[config.mk]
export PLATFORM = sky130hd
export DESIGN_NAME = drs_rec_builder
export DESIGN_NICKNAME = d
export VERILOG_FILES = /design/src/verilog/drs_pkg.sv /design/src/verilog/drs_sticky.sv /design/src/verilog/drs_axil.sv /design/src/verilog/drs_rec_builder.sv
export SDC_FILE = /design/constraint.sdc
export NUM_CORES = 1
export LEC_CHECK = 0
export ABC_AREA = 1
export BUFFER_PORTS_ARGS = -buffer_cell sky130_fd_sc_hd__buf_4
export CORE_AREA = 10 10 100 102
export DETAILED_ROUTE_END_ITERATION = 8
export DIE_AREA = 0 0 110 112
export PLACE_DENSITY = 0.95
export SLEW_MARGIN = 15
export SYNTH_ARGS = -nofsm -noshare
export SYNTH_HDL_FRONTEND = slang
export SYNTH_SLANG_ARGS = --single-unit
[constraint.sdc]
create_clock -name mclk_i -period 2.5 [get_ports mclk_i]
set_input_delay 0.125 -clock mclk_i [delete_from_list [all_inputs] [get_ports mclk_i]]
set_output_delay 0.125 -clock mclk_i [all_outputs]
set_load 0.01 [all_outputs]
[src/verilog/drs_pkg.sv]
// Package: record layout, codes and register map of the diagnostic record builder
package drs_pkg;
    localparam int          DRS_REC_BYTES   = 16;
    localparam int          DRS_BASE_BYTES  = 4;
    localparam int          DRS_SPEC_BYTES  = 12;
    localparam logic [6:0]  DRS_TYPE_DI     = 7'h70;
    localparam logic [6:0]  DRS_TYPE_AI     = 7'h71;
    localparam logic [6:0]  DRS_TYPE_DO     = 7'h72;
    localparam logic [6:0]  DRS_TYPE_AO     = 7'h73;
    localparam logic [6:0]  DRS_TYPE_AIO    = 7'h74;
    localparam logic [7:0]  DRS_BITS_PER_CH = 8'h08;
    localparam logic [7:0]  DRS_NUM_CH      = 8'h08;
    localparam int          DRS_GRP_N       = 3;
    localparam int          DRS_FM_N        = 2;
    localparam int          DRS_IN_N        = 10;
    localparam int          DRS_FM_ERR_POS  = 4;
    // Interrupt events: 10 input lost, 2 integration lost
    localparam int          DRS_EVT_N       = 12;
    // Register byte addresses
    localparam logic [7:0]  DRS_REG_REC0    = 8'h00;
    localparam logic [7:0]  DRS_REG_REC1    = 8'h04;
    localparam logic [7:0]  DRS_REG_REC2    = 8'h08;
    localparam logic [7:0]  DRS_REG_REC3    = 8'h0C;
    localparam logic [7:0]  DRS_REG_CTRL    = 8'h10;
    localparam logic [7:0]  DRS_REG_STAT    = 8'h14;
    localparam logic [7:0]  DRS_REG_IEN     = 8'h18;
    localparam logic [7:0]  DRS_REG_ICLR    = 8'h1C;
    localparam logic [31:0] DRS_CTRL_RST    = 32'h0000_0000;
    localparam logic [1:0]  DRS_RESP_OKAY   = 2'b00;
    localparam logic [1:0]  DRS_RESP_SLVERR = 2'b10;
    typedef enum logic [0:0] {DRS_MODE_FREQ = 1'b0, DRS_MODE_PWM = 1'b1} drs_mode_t;
endpackage

[src/verilog/drs_sticky.sv]
// Sticky event flags with set-over-clear
`timescale 1ns/10ps
module drs_sticky #(
    parameter int N = 12
) (
    input  wire logic         mclk_i,
    input  wire logic         rst_i,
    input  wire logic [N-1:0] set_i,
    input  wire logic [N-1:0] clr_i,
    output logic      [N-1:0] flag_o
);
    logic [N-1:0] flag_q;
    logic [N-1:0] flag_d;

    assign flag_d = set_i | (flag_q & ~clr_i);
    assign flag_o = flag_q;

    always_ff @(posedge mclk_i) begin
        if (rst_i) begin
            flag_q <= '0;
        end else begin
            flag_q <= flag_d;
        end
    end

    chk_set_wins: assert property (@(posedge mclk_i) disable iff (rst_i)
        (set_i != '0) |=> ((flag_q & $past(set_i)) == $past(set_i)))
        else $error("sticky set lost");
endmodule

[src/verilog/drs_axil.sv]
// AXI4-Lite slave front end: handshake and address capture
`timescale 1ns/10ps
module drs_axil (
    input  wire logic        mclk_i,
    input  wire logic        rst_i,
    input  wire logic        awvalid_i,
    output logic             awready_o,
    input  wire logic [7:0]  awaddr_i,
    input  wire logic        wvalid_i,
    output logic             wready_o,
    input  wire logic [31:0] wdata_i,
    input  wire logic [3:0]  wstrb_i,
    output logic             bvalid_o,
    input  wire logic        bready_i,
    input  wire logic [1:0]  wresp_i,
    input  wire logic        arvalid_i,
    output logic             arready_o,
    input  wire logic [7:0]  araddr_i,
    output logic             rvalid_o,
    input  wire logic        rready_i,
    output logic             wr_o,
    output logic [7:0]       wr_addr_o,
    output logic [31:0]      wr_data_o,
    output logic [3:0]       wr_strb_o,
    output logic             rd_o,
    output logic [7:0]       rd_addr_o
);
    logic        aw_got_q;
    logic        w_got_q;
    logic        bvalid_q;
    logic        rvalid_q;
    logic [7:0]  aw_q;
    logic [31:0] wd_q;
    logic [3:0]  ws_q;
    logic        aw_fire;
    logic        w_fire;
    logic        ar_fire;

    assign awready_o = !aw_got_q && !bvalid_q;
    assign wready_o  = !w_got_q && !bvalid_q;
    assign arready_o = !rvalid_q;
    assign aw_fire   = awvalid_i && awready_o;
    assign w_fire    = wvalid_i && wready_o;
    assign ar_fire   = arvalid_i && arready_o;
    assign wr_o      = aw_got_q && w_got_q && !bvalid_q;
    assign wr_addr_o = aw_q;
    assign wr_data_o = wd_q;
    assign wr_strb_o = ws_q;
    assign rd_o      = ar_fire;
    assign rd_addr_o = araddr_i;
    assign bvalid_o  = bvalid_q;
    assign rvalid_o  = rvalid_q;

    always_ff @(posedge mclk_i) begin
        if (rst_i) begin
            aw_got_q <= 1'b0;
            w_got_q  <= 1'b0;
            bvalid_q <= 1'b0;
            rvalid_q <= 1'b0;
            aw_q     <= 8'h00;
            wd_q     <= 32'h0000_0000;
            ws_q     <= 4'h0;
        end else begin
            if (aw_fire) begin
                aw_got_q <= 1'b1;
                aw_q     <= awaddr_i;
            end
            if (w_fire) begin
                w_got_q <= 1'b1;
                wd_q    <= wdata_i;
                ws_q    <= wstrb_i;
            end
            if (wr_o) begin
                aw_got_q <= 1'b0;
                w_got_q  <= 1'b0;
                bvalid_q <= 1'b1;
            end else if (bvalid_q && bready_i) begin
                bvalid_q <= 1'b0;
            end
            if (ar_fire) begin
                rvalid_q <= 1'b1;
            end else if (rvalid_q && rready_i) begin
                rvalid_q <= 1'b0;
            end
        end
    end

    logic unused_resp;
    assign unused_resp = ^wresp_i;

    chk_b_follows: assert property (@(posedge mclk_i) disable iff (rst_i)
        wr_o |=> bvalid_o)
        else $error("write response missing");
endmodule

[src/verilog/drs_rec_builder.sv]
// Extended diagnostic record set 1 builder with AXI4-Lite access
`timescale 1ns/10ps
// Operation
// - Record is sixteen bytes: four base bytes then twelve specific bytes.
// - Byte 4 bits 6..0 carry channel type code, digital input 70h.
// - Byte 4 bit 7 says whether more channel types follow.
// - Byte 5 holds diagnostic bits per channel, eight.
// - Byte 6 holds number of channels, eight.
// - Byte 7 bits 0..2 flag errors of input groups 0..2.
// - Frequency mode: byte 7 bits 4,5 flag meter errors; 3,6,7 reserved.
// - Pulse width mode: byte 7 carries only bits 0..2.
// - Bytes 8..10 even bits flag lost process interrupt per input.
// - Frequency mode: bytes 12,13 bit 0 flag lost integration-end interrupt.
module drs_rec_builder (
    input  wire logic                    mclk_i,
    input  wire logic                    rst_i,
    input  wire logic [31:0]             base_rec_i,
    input  wire logic [drs_pkg::DRS_GRP_N-1:0] grp_err_i,
    input  wire logic [drs_pkg::DRS_FM_N-1:0]  fm_err_i,
    input  wire logic [drs_pkg::DRS_IN_N-1:0]  in_lost_i,
    input  wire logic [drs_pkg::DRS_FM_N-1:0]  int_lost_i,
    input  wire logic                    s_axi_awvalid,
    output logic                         s_axi_awready,
    input  wire logic [7:0]              s_axi_awaddr,
    input  wire logic                    s_axi_wvalid,
    output logic                         s_axi_wready,
    input  wire logic [31:0]             s_axi_wdata,
    input  wire logic [3:0]              s_axi_wstrb,
    output logic                         s_axi_bvalid,
    input  wire logic                    s_axi_bready,
    output logic [1:0]                   s_axi_bresp,
    input  wire logic                    s_axi_arvalid,
    output logic                         s_axi_arready,
    input  wire logic [7:0]              s_axi_araddr,
    output logic                         s_axi_rvalid,
    input  wire logic                    s_axi_rready,
    output logic [31:0]                  s_axi_rdata,
    output logic [1:0]                   s_axi_rresp,
    output logic                         irq_o
);
    import drs_pkg::*;

    // ------------------------------------------------------------------
    // Declarations
    // ------------------------------------------------------------------
    logic [31:0]          ctrl_q;
    logic [DRS_EVT_N-1:0] ien_q;
    logic [DRS_EVT_N-1:0] stat;
    logic [DRS_EVT_N-1:0] clr;
    logic [DRS_EVT_N-1:0] evt;
    logic [DRS_GRP_N-1:0] grp_q;
    logic [DRS_FM_N-1:0]  fm_q;
    logic [31:0]          rdata_q;
    logic [1:0]           rresp_q;
    logic [1:0]           bresp_q;
    logic                 wr;
    logic [7:0]           wr_addr;
    logic [31:0]          wr_data;
    logic [3:0]           wr_strb;
    logic                 rd;
    logic [7:0]           rd_addr;
    drs_mode_t            mode;
    logic                 freq_mode;
    logic [7:0]           rec [DRS_REC_BYTES];
    logic [31:0]          rd_mux;
    logic                 rd_hit;
    logic                 wr_hit;
    logic [31:0]          clr_word;
    logic [31:0]          ien_word;

    // ------------------------------------------------------------------
    // Helpers
    // ------------------------------------------------------------------
    function automatic logic [7:0] spread4(input logic [3:0] v);
        spread4 = {1'b0, v[3], 1'b0, v[2], 1'b0, v[1], 1'b0, v[0]};
    endfunction

    function automatic logic [31:0] strb_merge(input logic [31:0] old, input logic [31:0] nw,
                                               input logic [3:0] s);
        logic [31:0] r;
        r = old;
        for (int i = 0; i < 4; i++) begin
            if (s[i]) begin
                r[8*i +: 8] = nw[8*i +: 8];
            end
        end
        strb_merge = r;
    endfunction

    function automatic logic [31:0] pack4(input logic [7:0] b0, input logic [7:0] b1,
                                          input logic [7:0] b2, input logic [7:0] b3);
        pack4 = {b3, b2, b1, b0};
    endfunction

    // ------------------------------------------------------------------
    // Control: bit 0 mode, bit 1 more channel types
    // ------------------------------------------------------------------
    assign mode      = drs_mode_t'(ctrl_q[0]);
    assign freq_mode = (mode == DRS_MODE_FREQ);

    // ------------------------------------------------------------------
    // Error flags and lost-interrupt events
    // ------------------------------------------------------------------
    assign evt = {int_lost_i & {DRS_FM_N{freq_mode}}, in_lost_i};

    drs_sticky #(
        .N (DRS_EVT_N)
    ) u_sticky (
        .mclk_i (mclk_i),
        .rst_i  (rst_i),
        .set_i  (evt),
        .clr_i  (clr),
        .flag_o (stat)
    );

    assign irq_o = |(stat & ien_q);

    always_ff @(posedge mclk_i) begin
        if (rst_i) begin
            grp_q <= '0;
            fm_q  <= '0;
        end else begin
            grp_q <= grp_err_i;
            fm_q  <= fm_err_i;
        end
    end

    // ------------------------------------------------------------------
    // Record assembly
    // ------------------------------------------------------------------
    assign rec[0]  = base_rec_i[7:0];
    assign rec[1]  = base_rec_i[15:8];
    assign rec[2]  = base_rec_i[23:16];
    assign rec[3]  = base_rec_i[31:24];
    assign rec[4]  = {ctrl_q[1], DRS_TYPE_DI};
    assign rec[5]  = DRS_BITS_PER_CH;
    assign rec[6]  = DRS_NUM_CH;
    assign rec[7]  = freq_mode ? {2'b00, fm_q, 1'b0, grp_q}
                               : {5'b00000, grp_q};
    assign rec[8]  = spread4(stat[3:0]);
    assign rec[9]  = spread4(stat[7:4]);
    assign rec[10] = {4'h0, 1'b0, stat[9], 1'b0, stat[8]};
    assign rec[11] = 8'h00;
    assign rec[12] = freq_mode ? {7'h00, stat[10]} : 8'h00;
    assign rec[13] = freq_mode ? {7'h00, stat[11]} : 8'h00;
    assign rec[14] = 8'h00;
    assign rec[15] = 8'h00;

    // ------------------------------------------------------------------
    // Bus front end
    // ------------------------------------------------------------------
    drs_axil u_axil (
        .mclk_i    (mclk_i),
        .rst_i     (rst_i),
        .awvalid_i (s_axi_awvalid),
        .awready_o (s_axi_awready),
        .awaddr_i  (s_axi_awaddr),
        .wvalid_i  (s_axi_wvalid),
        .wready_o  (s_axi_wready),
        .wdata_i   (s_axi_wdata),
        .wstrb_i   (s_axi_wstrb),
        .bvalid_o  (s_axi_bvalid),
        .bready_i  (s_axi_bready),
        .wresp_i   (bresp_q),
        .arvalid_i (s_axi_arvalid),
        .arready_o (s_axi_arready),
        .araddr_i  (s_axi_araddr),
        .rvalid_o  (s_axi_rvalid),
        .rready_i  (s_axi_rready),
        .wr_o      (wr),
        .wr_addr_o (wr_addr),
        .wr_data_o (wr_data),
        .wr_strb_o (wr_strb),
        .rd_o      (rd),
        .rd_addr_o (rd_addr)
    );

    // ------------------------------------------------------------------
    // Register decode
    // ------------------------------------------------------------------
    assign wr_hit = (wr_addr == DRS_REG_CTRL) || (wr_addr == DRS_REG_IEN) || (wr_addr == DRS_REG_ICLR);
    assign clr_word = strb_merge(32'h0000_0000, wr_data, wr_strb);
    assign ien_word = strb_merge({20'h00000, ien_q}, wr_data, wr_strb);
    assign clr    = (wr && wr_addr == DRS_REG_ICLR)
                  ? clr_word[DRS_EVT_N-1:0]
                  : '0;

    always_comb begin
        rd_mux = 32'h0000_0000;
        rd_hit = 1'b1;
        unique case (rd_addr)
            DRS_REG_REC0: rd_mux = pack4(rec[0], rec[1], rec[2], rec[3]);
            DRS_REG_REC1: rd_mux = pack4(rec[4], rec[5], rec[6], rec[7]);
            DRS_REG_REC2: rd_mux = pack4(rec[8], rec[9], rec[10], rec[11]);
            DRS_REG_REC3: rd_mux = pack4(rec[12], rec[13], rec[14], rec[15]);
            DRS_REG_CTRL: rd_mux = {30'h0000_0000, ctrl_q[1:0]};
            DRS_REG_STAT: rd_mux = {20'h00000, stat};
            DRS_REG_IEN:  rd_mux = {20'h00000, ien_q};
            DRS_REG_ICLR: rd_mux = 32'h0000_0000;
            default:      rd_hit = 1'b0;
        endcase
    end

    always_ff @(posedge mclk_i) begin
        if (rst_i) begin
            ctrl_q  <= DRS_CTRL_RST;
            ien_q   <= '0;
            bresp_q <= DRS_RESP_OKAY;
        end else if (wr) begin
            bresp_q <= wr_hit ? DRS_RESP_OKAY : DRS_RESP_SLVERR;
            if (wr_addr == DRS_REG_CTRL) begin
                ctrl_q <= strb_merge(ctrl_q, wr_data, wr_strb) & 32'h0000_0003;
            end
            if (wr_addr == DRS_REG_IEN) begin
                ien_q <= ien_word[DRS_EVT_N-1:0];
            end
        end
    end

    always_ff @(posedge mclk_i) begin
        if (rst_i) begin
            rdata_q <= 32'h0000_0000;
            rresp_q <= DRS_RESP_OKAY;
        end else if (rd) begin
            rdata_q <= rd_mux;
            rresp_q <= rd_hit ? DRS_RESP_OKAY : DRS_RESP_SLVERR;
        end
    end

    assign s_axi_rdata = rdata_q;
    assign s_axi_rresp = rresp_q;
    assign s_axi_bresp = bresp_q;

    // ------------------------------------------------------------------
    // Checks
    // ------------------------------------------------------------------
    chk_type_code: assert property (@(posedge mclk_i) disable iff (rst_i)
        rec[4][6:0] == 7'h70)
        else $error("channel type wrong");
    chk_more_types: assert property (@(posedge mclk_i) disable iff (rst_i)
        rec[4][7] == ctrl_q[1])
        else $error("more types bit wrong");
    chk_count_bytes: assert property (@(posedge mclk_i) disable iff (rst_i)
        rec[5] == 8'h08 && rec[6] == 8'h08)
        else $error("count bytes wrong");
    chk_group_err: assert property (@(posedge mclk_i) disable iff (rst_i)
        ##1 rec[7][2:0] == $past(grp_err_i))
        else $error("group error bits wrong");
    chk_freq_meter: assert property (@(posedge mclk_i) disable iff (rst_i)
        freq_mode && $stable(ctrl_q) |-> rec[7][5:4] == $past(fm_err_i) && rec[7][7:6] == 2'b00 && !rec[7][3])
        else $error("meter error bits wrong");
    chk_pwm_byte7: assert property (@(posedge mclk_i) disable iff (rst_i)
        !freq_mode |-> rec[7][7:3] == 5'b00000)
        else $error("pwm byte 7 reserved set");
    chk_lost_input: assert property (@(posedge mclk_i) disable iff (rst_i)
        in_lost_i[0] |=> rec[8][0] && rec[8][1] == 1'b0)
        else $error("input lost flag missing");
    chk_int_lost: assert property (@(posedge mclk_i) disable iff (rst_i)
        freq_mode && int_lost_i[1] ##1 freq_mode |-> rec[13] == 8'h01)
        else $error("integration lost flag missing");
    chk_reserved: assert property (@(posedge mclk_i) disable iff (rst_i)
        rec[11] == 8'h00 && rec[14] == 8'h00 && rec[15] == 8'h00 && rec[10][7:4] == 4'h0
        && (freq_mode || (rec[12] == 8'h00 && rec[13] == 8'h00)))
        else $error("reserved byte not zero");
    chk_irq_level: assert property (@(posedge mclk_i) disable iff (rst_i)
        (|(evt & ien_q)) && !wr |=> irq_o)
        else $error("interrupt level wrong");
endmodule

Word-level counts from Yosys, hierarchy flattened
Index checks and enable logic that the tools add are counted.

Logic and storage cells: 71. Memories kept: 0. Memory bits (read-only): 0. Bits of input ports: 108. Bits in writable memories: 0. Flip-flop bits (word level): 93. Output and inout port bits: 42. Bits in latches: 0.

Equal/unequal tests: 10. Bitwise gates (word level): 6. Div/mod/pow operators: 0. Reduce and logical (&&, ||, !) cells: 25. $lt $le $gt $ge: 0. $add $sub $neg: 0. Mux-type cells: 14. $mul: 0. Shift operators: 0.

Operators by type and width (number): $pmux 32 s7 (1); $eq 8x5->1 const B (7); $and 12x12->12 (2); $eq 8x4->1 const B (2); $mux 12 (1); $not 12->12 (1); $or 12x12->12 (1); $reduce_or 12->1 (1); $logic_and 1x1->1 (10); $reduce_and 3->1 (3); $eq 8x3->1 const B (1); $logic_not 8->1 (1); $mux 8 (1); $reduce_or 8->1 (1); $mux 1 (7); $mux 6 (1); $logic_not 1->1 (4); $mux 2 (2); $mux 4 (1); $reduce_bool 2->1 (2); $and 2x2->2 (1); $logic_or 1x1->1 (2); $reduce_or 2->1 (1); $not 1->1 (1).

Longest topological paths before layout
Depth after elaboration: 7. Gate-level depth with buffers: 10. Depth with buffers taken out: 9.

By module
Synthesis repeated with hierarchy kept, for this count alone.

Cell total of the unflattened synthesis: 799. Area total of the unflattened synthesis: 5393.9 µm².

By module, submodules not included: drs_rec_builder (cells each 421, sequential area each 1061.0 µm², instances 1, area each 2757.6 µm²); drs_axil (cells each 317, sequential area each 960.9 µm², instances 1, area each 2152.1 µm²); drs_sticky (cells each 61, sequential area each 240.2 µm², instances 1, area each 484.2 µm²).

Least setup slack after synthesis
OpenSTA, ideal clock, no wires.

Kind: register to register. Start: reg u_axil.bvalid_q (netlist: u_axil.bvalid_o). End: reg u_axil.wd_q[10] (netlist: u_axil.wr_data_o[10]). Setup time: 0.128 ns. Path buffers: 1. Cell stages (with the launch flop): 6. Path slack: 1.248 ns. Clock period less this slack: 1.252 ns. Required time: 2.372 ns. Arrival time: 1.123 ns. Cell sequence: dfxtp_1 -> nor2_1 -> nand2_1 -> buf_2 -> o21ai_0 -> a21oi_1.

Word-level cells in the longest chain between the ends: 3.

RTL lines: start: declaration (line drs_axil.sv:30) `logic bvalid_q;`; start signal: assignment (line drs_axil.sv:58) `bvalid_q <= 1'b0;`; start signal: assignment (line drs_axil.sv:76) `bvalid_q <= 1'b1;`; start signal: assignment (line drs_axil.sv:78) `bvalid_q <= 1'b0;`; $logic_not 1->1 (line drs_axil.sv:40) `assign wready_o = !w_got_q && !bvalid_q;`; $logic_and 1x1->1 (line drs_axil.sv:40); via s_axi_wready (line drs_rec_builder.sv:26) `output logic s_axi_wready,`; $logic_and 1x1->1 (line drs_axil.sv:43) `assign w_fire = wvalid_i && wready_o;`; end signal: assignment (line drs_axil.sv:70) `wd_q <= wdata_i;`; end: declaration (line drs_axil.sv:33) `logic [31:0] wd_q;`.

The timed path passes the listed nets, and every way through them passes these cells. A chain may end at the register's enable or synchronous reset.

Worst setup path in the final report
Start: reg u_axil.bvalid_q (netlist: u_axil.bvalid_o). End: reg u_axil.wd_q[8] (netlist: u_axil.wr_data_o[8]).

Word-level cells in the longest chain between the ends: 3.

RTL lines (line): $logic_not 1->1 (drs_axil.sv:40); $logic_and 1x1->1 (drs_axil.sv:40); $logic_and 1x1->1 (drs_axil.sv:43).

Every way passes these cells.

==> results.py <==
metrics = {
    "critical_path": {
        "end_kind": "register",
        "crit_path_cell_trace": "nor2_1, nand2_1, o21ai_0, a21oi_1",
        "cp_slowest_cell": "nand2_1",
        "critPathLaunchType": "register",
        "worstSetupPathType": "reg -> reg",
        "rrSetupSlack_ns": 0.87,
        "slowest_delay_ns": 0.47,
        "critPathBufInv": 0,
        "path_max_fanout": 28,
        "arrival_ns": 1.85,
        "cp_data_required_time_ns": 2.73,
        "cpLargestDelayFamily": "simple AND/OR/NAND/NOR gates",
    },
    "logic_synthesis": {
        "synth_xor_area_share_pct": 0,
        "synth_top_family_by_area": "simple AND/OR/NAND/NOR gates",
        "synth_fa_ha_area_share_pct": 0,
        "synth-async-reset-ratio_pct": 0,
        "yosysSeqAreaShare_pct": 43.6,
        "yosys_register_bits": 91,
        "yosys-mux-area-fraction_pct": 0,
        "ys_types": 32,
        "synth-compound-area-share_pct": 18.8,
        "synthSimpleGateAreaFrac_pct": 28.0,
        "yosysWarnings": 0,
        "avgSynthCellArea_um2": 7.47,
        "ys.flop_type": "dfxtp_1",
        "synth_cells": 560,
        "synth_edf_count": 0,
        "syn_area_um2": 4180,
    },
    "sta": {
        "slew_headroom_pct": 48.7,
        "hold_viol": 2,
        "rsz0062_at_grt": "false",
        "drv_slew": 0,
        "tns_ns": 0,
        "tightest_slew_ns": 0.768,
        "setup_viol": 0,
        "fmax_mhz": 615,
        "finClkSkew_ns": 0.00881,
        "holdWs_ns": -0.00365,
        "min_period_ns": 1.63,
        "timing.final.crit_share_pct": 65.0,
        "fin_ws_ns": 0.874,
    },
    "cells_and_area": {
        "finalInstanceArea_um2": 5340,
        "diodes": 0,
        "area.growth.synth_to_final_pct": 27.6,
        "regArea_um2": 1820,
        "fin_nets": 786,
        "nFillCells": 685,
        "multiInputGateArea_um2": 1960,
        "drive_gt1_share_pct": 27.4,
    },
    "global_route": {
        "track_usage_pct": 19.0,
        "grt_max_degree": 52,
        "grt_overflow": 0,
        "grt_pass1_vias": 4055,
        "grt_pass1_wl_mm": 19.2,
        "antenna_found_initial": 0,
    },
    "run_status": {
        "violations": "negative hold slack",
        "outcome": "complete, but fails checks",
    },
    "die": {
        "dieArea_um2": 12300,
        "start_util_pct": 52.0,
        "core_area_um2": 8050,
        "die_y_um": 112,
        "fp.dieW_um": 110,
        "rows": 33,
        "pin_count": 150,
    },
    "worst_hold_path": {
        "hold_path_class": "in -> reg",
    },
    "pwr": {
        "power_density_nw_per_um2": 533,
        "ir_drop_mv": 0.340,
        "leakage_uw": 0.00244,
    },
    "route": {
        "wl_per_cell_um": 15.2,
        "dr_total_vias": 4095,
        "first_iter_violations": 205,
        "wl_mm": 12.0,
        "ant_nets": 0,
        "vias_per_cell": 5.20,
        "dr.pass1.iters": 5,
        "drc": 0,
    },
    "placed_design": {
        "dp_slack_ns": 0.867,
        "gp_congestion": 0.908,
        "placed_cell_area_um2": 5110,
        "hpwl_mm": 9.14,
        "port_buffers": 125,
    },
    "clock_network": {
        "cts_tree": "built",
        "cts_num_sinks": 91,
        "ctsLongestPathBuffers": 2,
        "clk_latency_ns": 0.36,
        "clk_pin_slew_ns": 0.09,
        "cts_buffers": 9,
        "h-tree-depth": 3,
        "cts-root-buf": "clkbuf_8",
    },
    "run": {
        "maxCapViolCount": 0,
    },
}
## final timing paths
kind | depth (start not counted) | start | end
max | 4 | u_axil.bvalid_o$_SDFFE_PP0P_ | u_axil.wr_data_o[8]$_SDFFE_PP0P_
min reg2reg | 2 | s_axi_rdata[4]$_SDFFE_PP0P_ | s_axi_rdata[4]$_SDFFE_PP0P_
max reg2reg | 4 | u_axil.bvalid_o$_SDFFE_PP0P_ | u_axil.wr_data_o[8]$_SDFFE_PP0P_
min | 4 | s_axi_bready | u_axil.bvalid_o$_SDFFE_PP0P_
## state kept, by name (all words and copies together), names as in the netlist, 2 cells and up
| signal | cells |
|---|---|
| u_axil.wr_data_o | 12 |
| grp_q | 3 |
| u_axil.wr_addr_o | 8 |
| ien_q | 12 |
| u_axil.wr_strb_o | 2 |
| s_axi_rdata | 32 |
| ctrl_q | 2 |
| u_sticky.flag_o | 12 |
| fm_q | 2 |
## tightest hold or removal path: stages
cell	delay (ns)
buf_4	0.08
inv_1	0.03
nand2_1	0.04
a21oi_1	0.05
## placed cells by master, fill, tap and decap left out, drive strengths merged
master | netlist | routed
dfxtp | 91 | 91
buf | 13 | 128
a21oi | 64 | 64
a221oi | 3 | 3
a41oi | 1 | 1
nor2 | 56 | 56
nand3 | 35 | 35
nor3b | 2 | 2
nand2 | 119 | 119
clkinv | 2 | 6
nor4 | 1 | 1
clkbuf | 15 | 12
inv | 59 | 59
a22o | 1 | 1
conb | 1 | 2
o21ai | 81 | 81
o21a | 1 | 1
nor3 | 15 | 15
dlygate4sd3 | 0 | 6
## Yosys cell counts, types with 4 or more instances
master      n  share of area (%)
clkbuf_1   15                1.3
nand2_1   106                9.5
o21ai_1    26                3.1
buf_2       4               0.48
nor2_8      4                1.9
nand3_1    34                4.1
inv_1      54                4.8
nor3_2     10                2.4
o21ai_0    53                6.3
nor2_1     44                3.9
nand2_4     4                1.1
buf_6       6                1.6
nor2_2      5               0.75
nand2_2     9                1.3
inv_2       4               0.36
a21oi_1    64                7.7
dfxtp_1    91                 44
## power breakdown
part / internal [uW] / total (uW) / switching [uW]
combinational: 181 / 404 / 223
clock: 363 / 867 / 504
sequential: 1520 / 1570 / 53.1
## through the flow
step / std cells / total power (uW) / hold slack (ns) / util, %
after floorplan: 561 / 1810 / 0.232 / -
after global placement: 766 / 1980 / 0.331 / 63.5
after detailed placement: 766 / 2000 / 0.334 / 63.5
after CTS: 787 / 2850 / 0.000161 / 66.1
after global routing: 788 / 2960 / 0.00433 / 66.3
final: 788 / 2850 / -0.00365 / 66.3
## logic make-up (layout without fill, tap and decap cells)
family | after synthesis | in the layout
simple gates | 228 | 228
other cells | 1 | 2
buf+inv | 89 | 211
compound gates | 151 | 151
flops | 91 | 91
## metal layers
layer	wire length (um)	track usage (%)
met5	0	0
met1	4860	22.3
met3	887	4.33
met2	5910	32.1
met4	346	7.81
## repair_timing
action | in CTS | in global routing
hold buffers | 5 | 1
resized for setup | 0 | 0
buffers inserted | 0 | 0
hold endpoints to repair | 5 | 1
## final cells by class
cell class	instances	area share [%]
clock inverter	4	0.516
multi-input combinational	381	36.8
clock buffer	12	2.53
tap	105	2.46
inverter	61	4.39
sequential	91	34.1
timing repair buffer	134	19.1
Note: power is estimated with default switching activity, not from simulation.
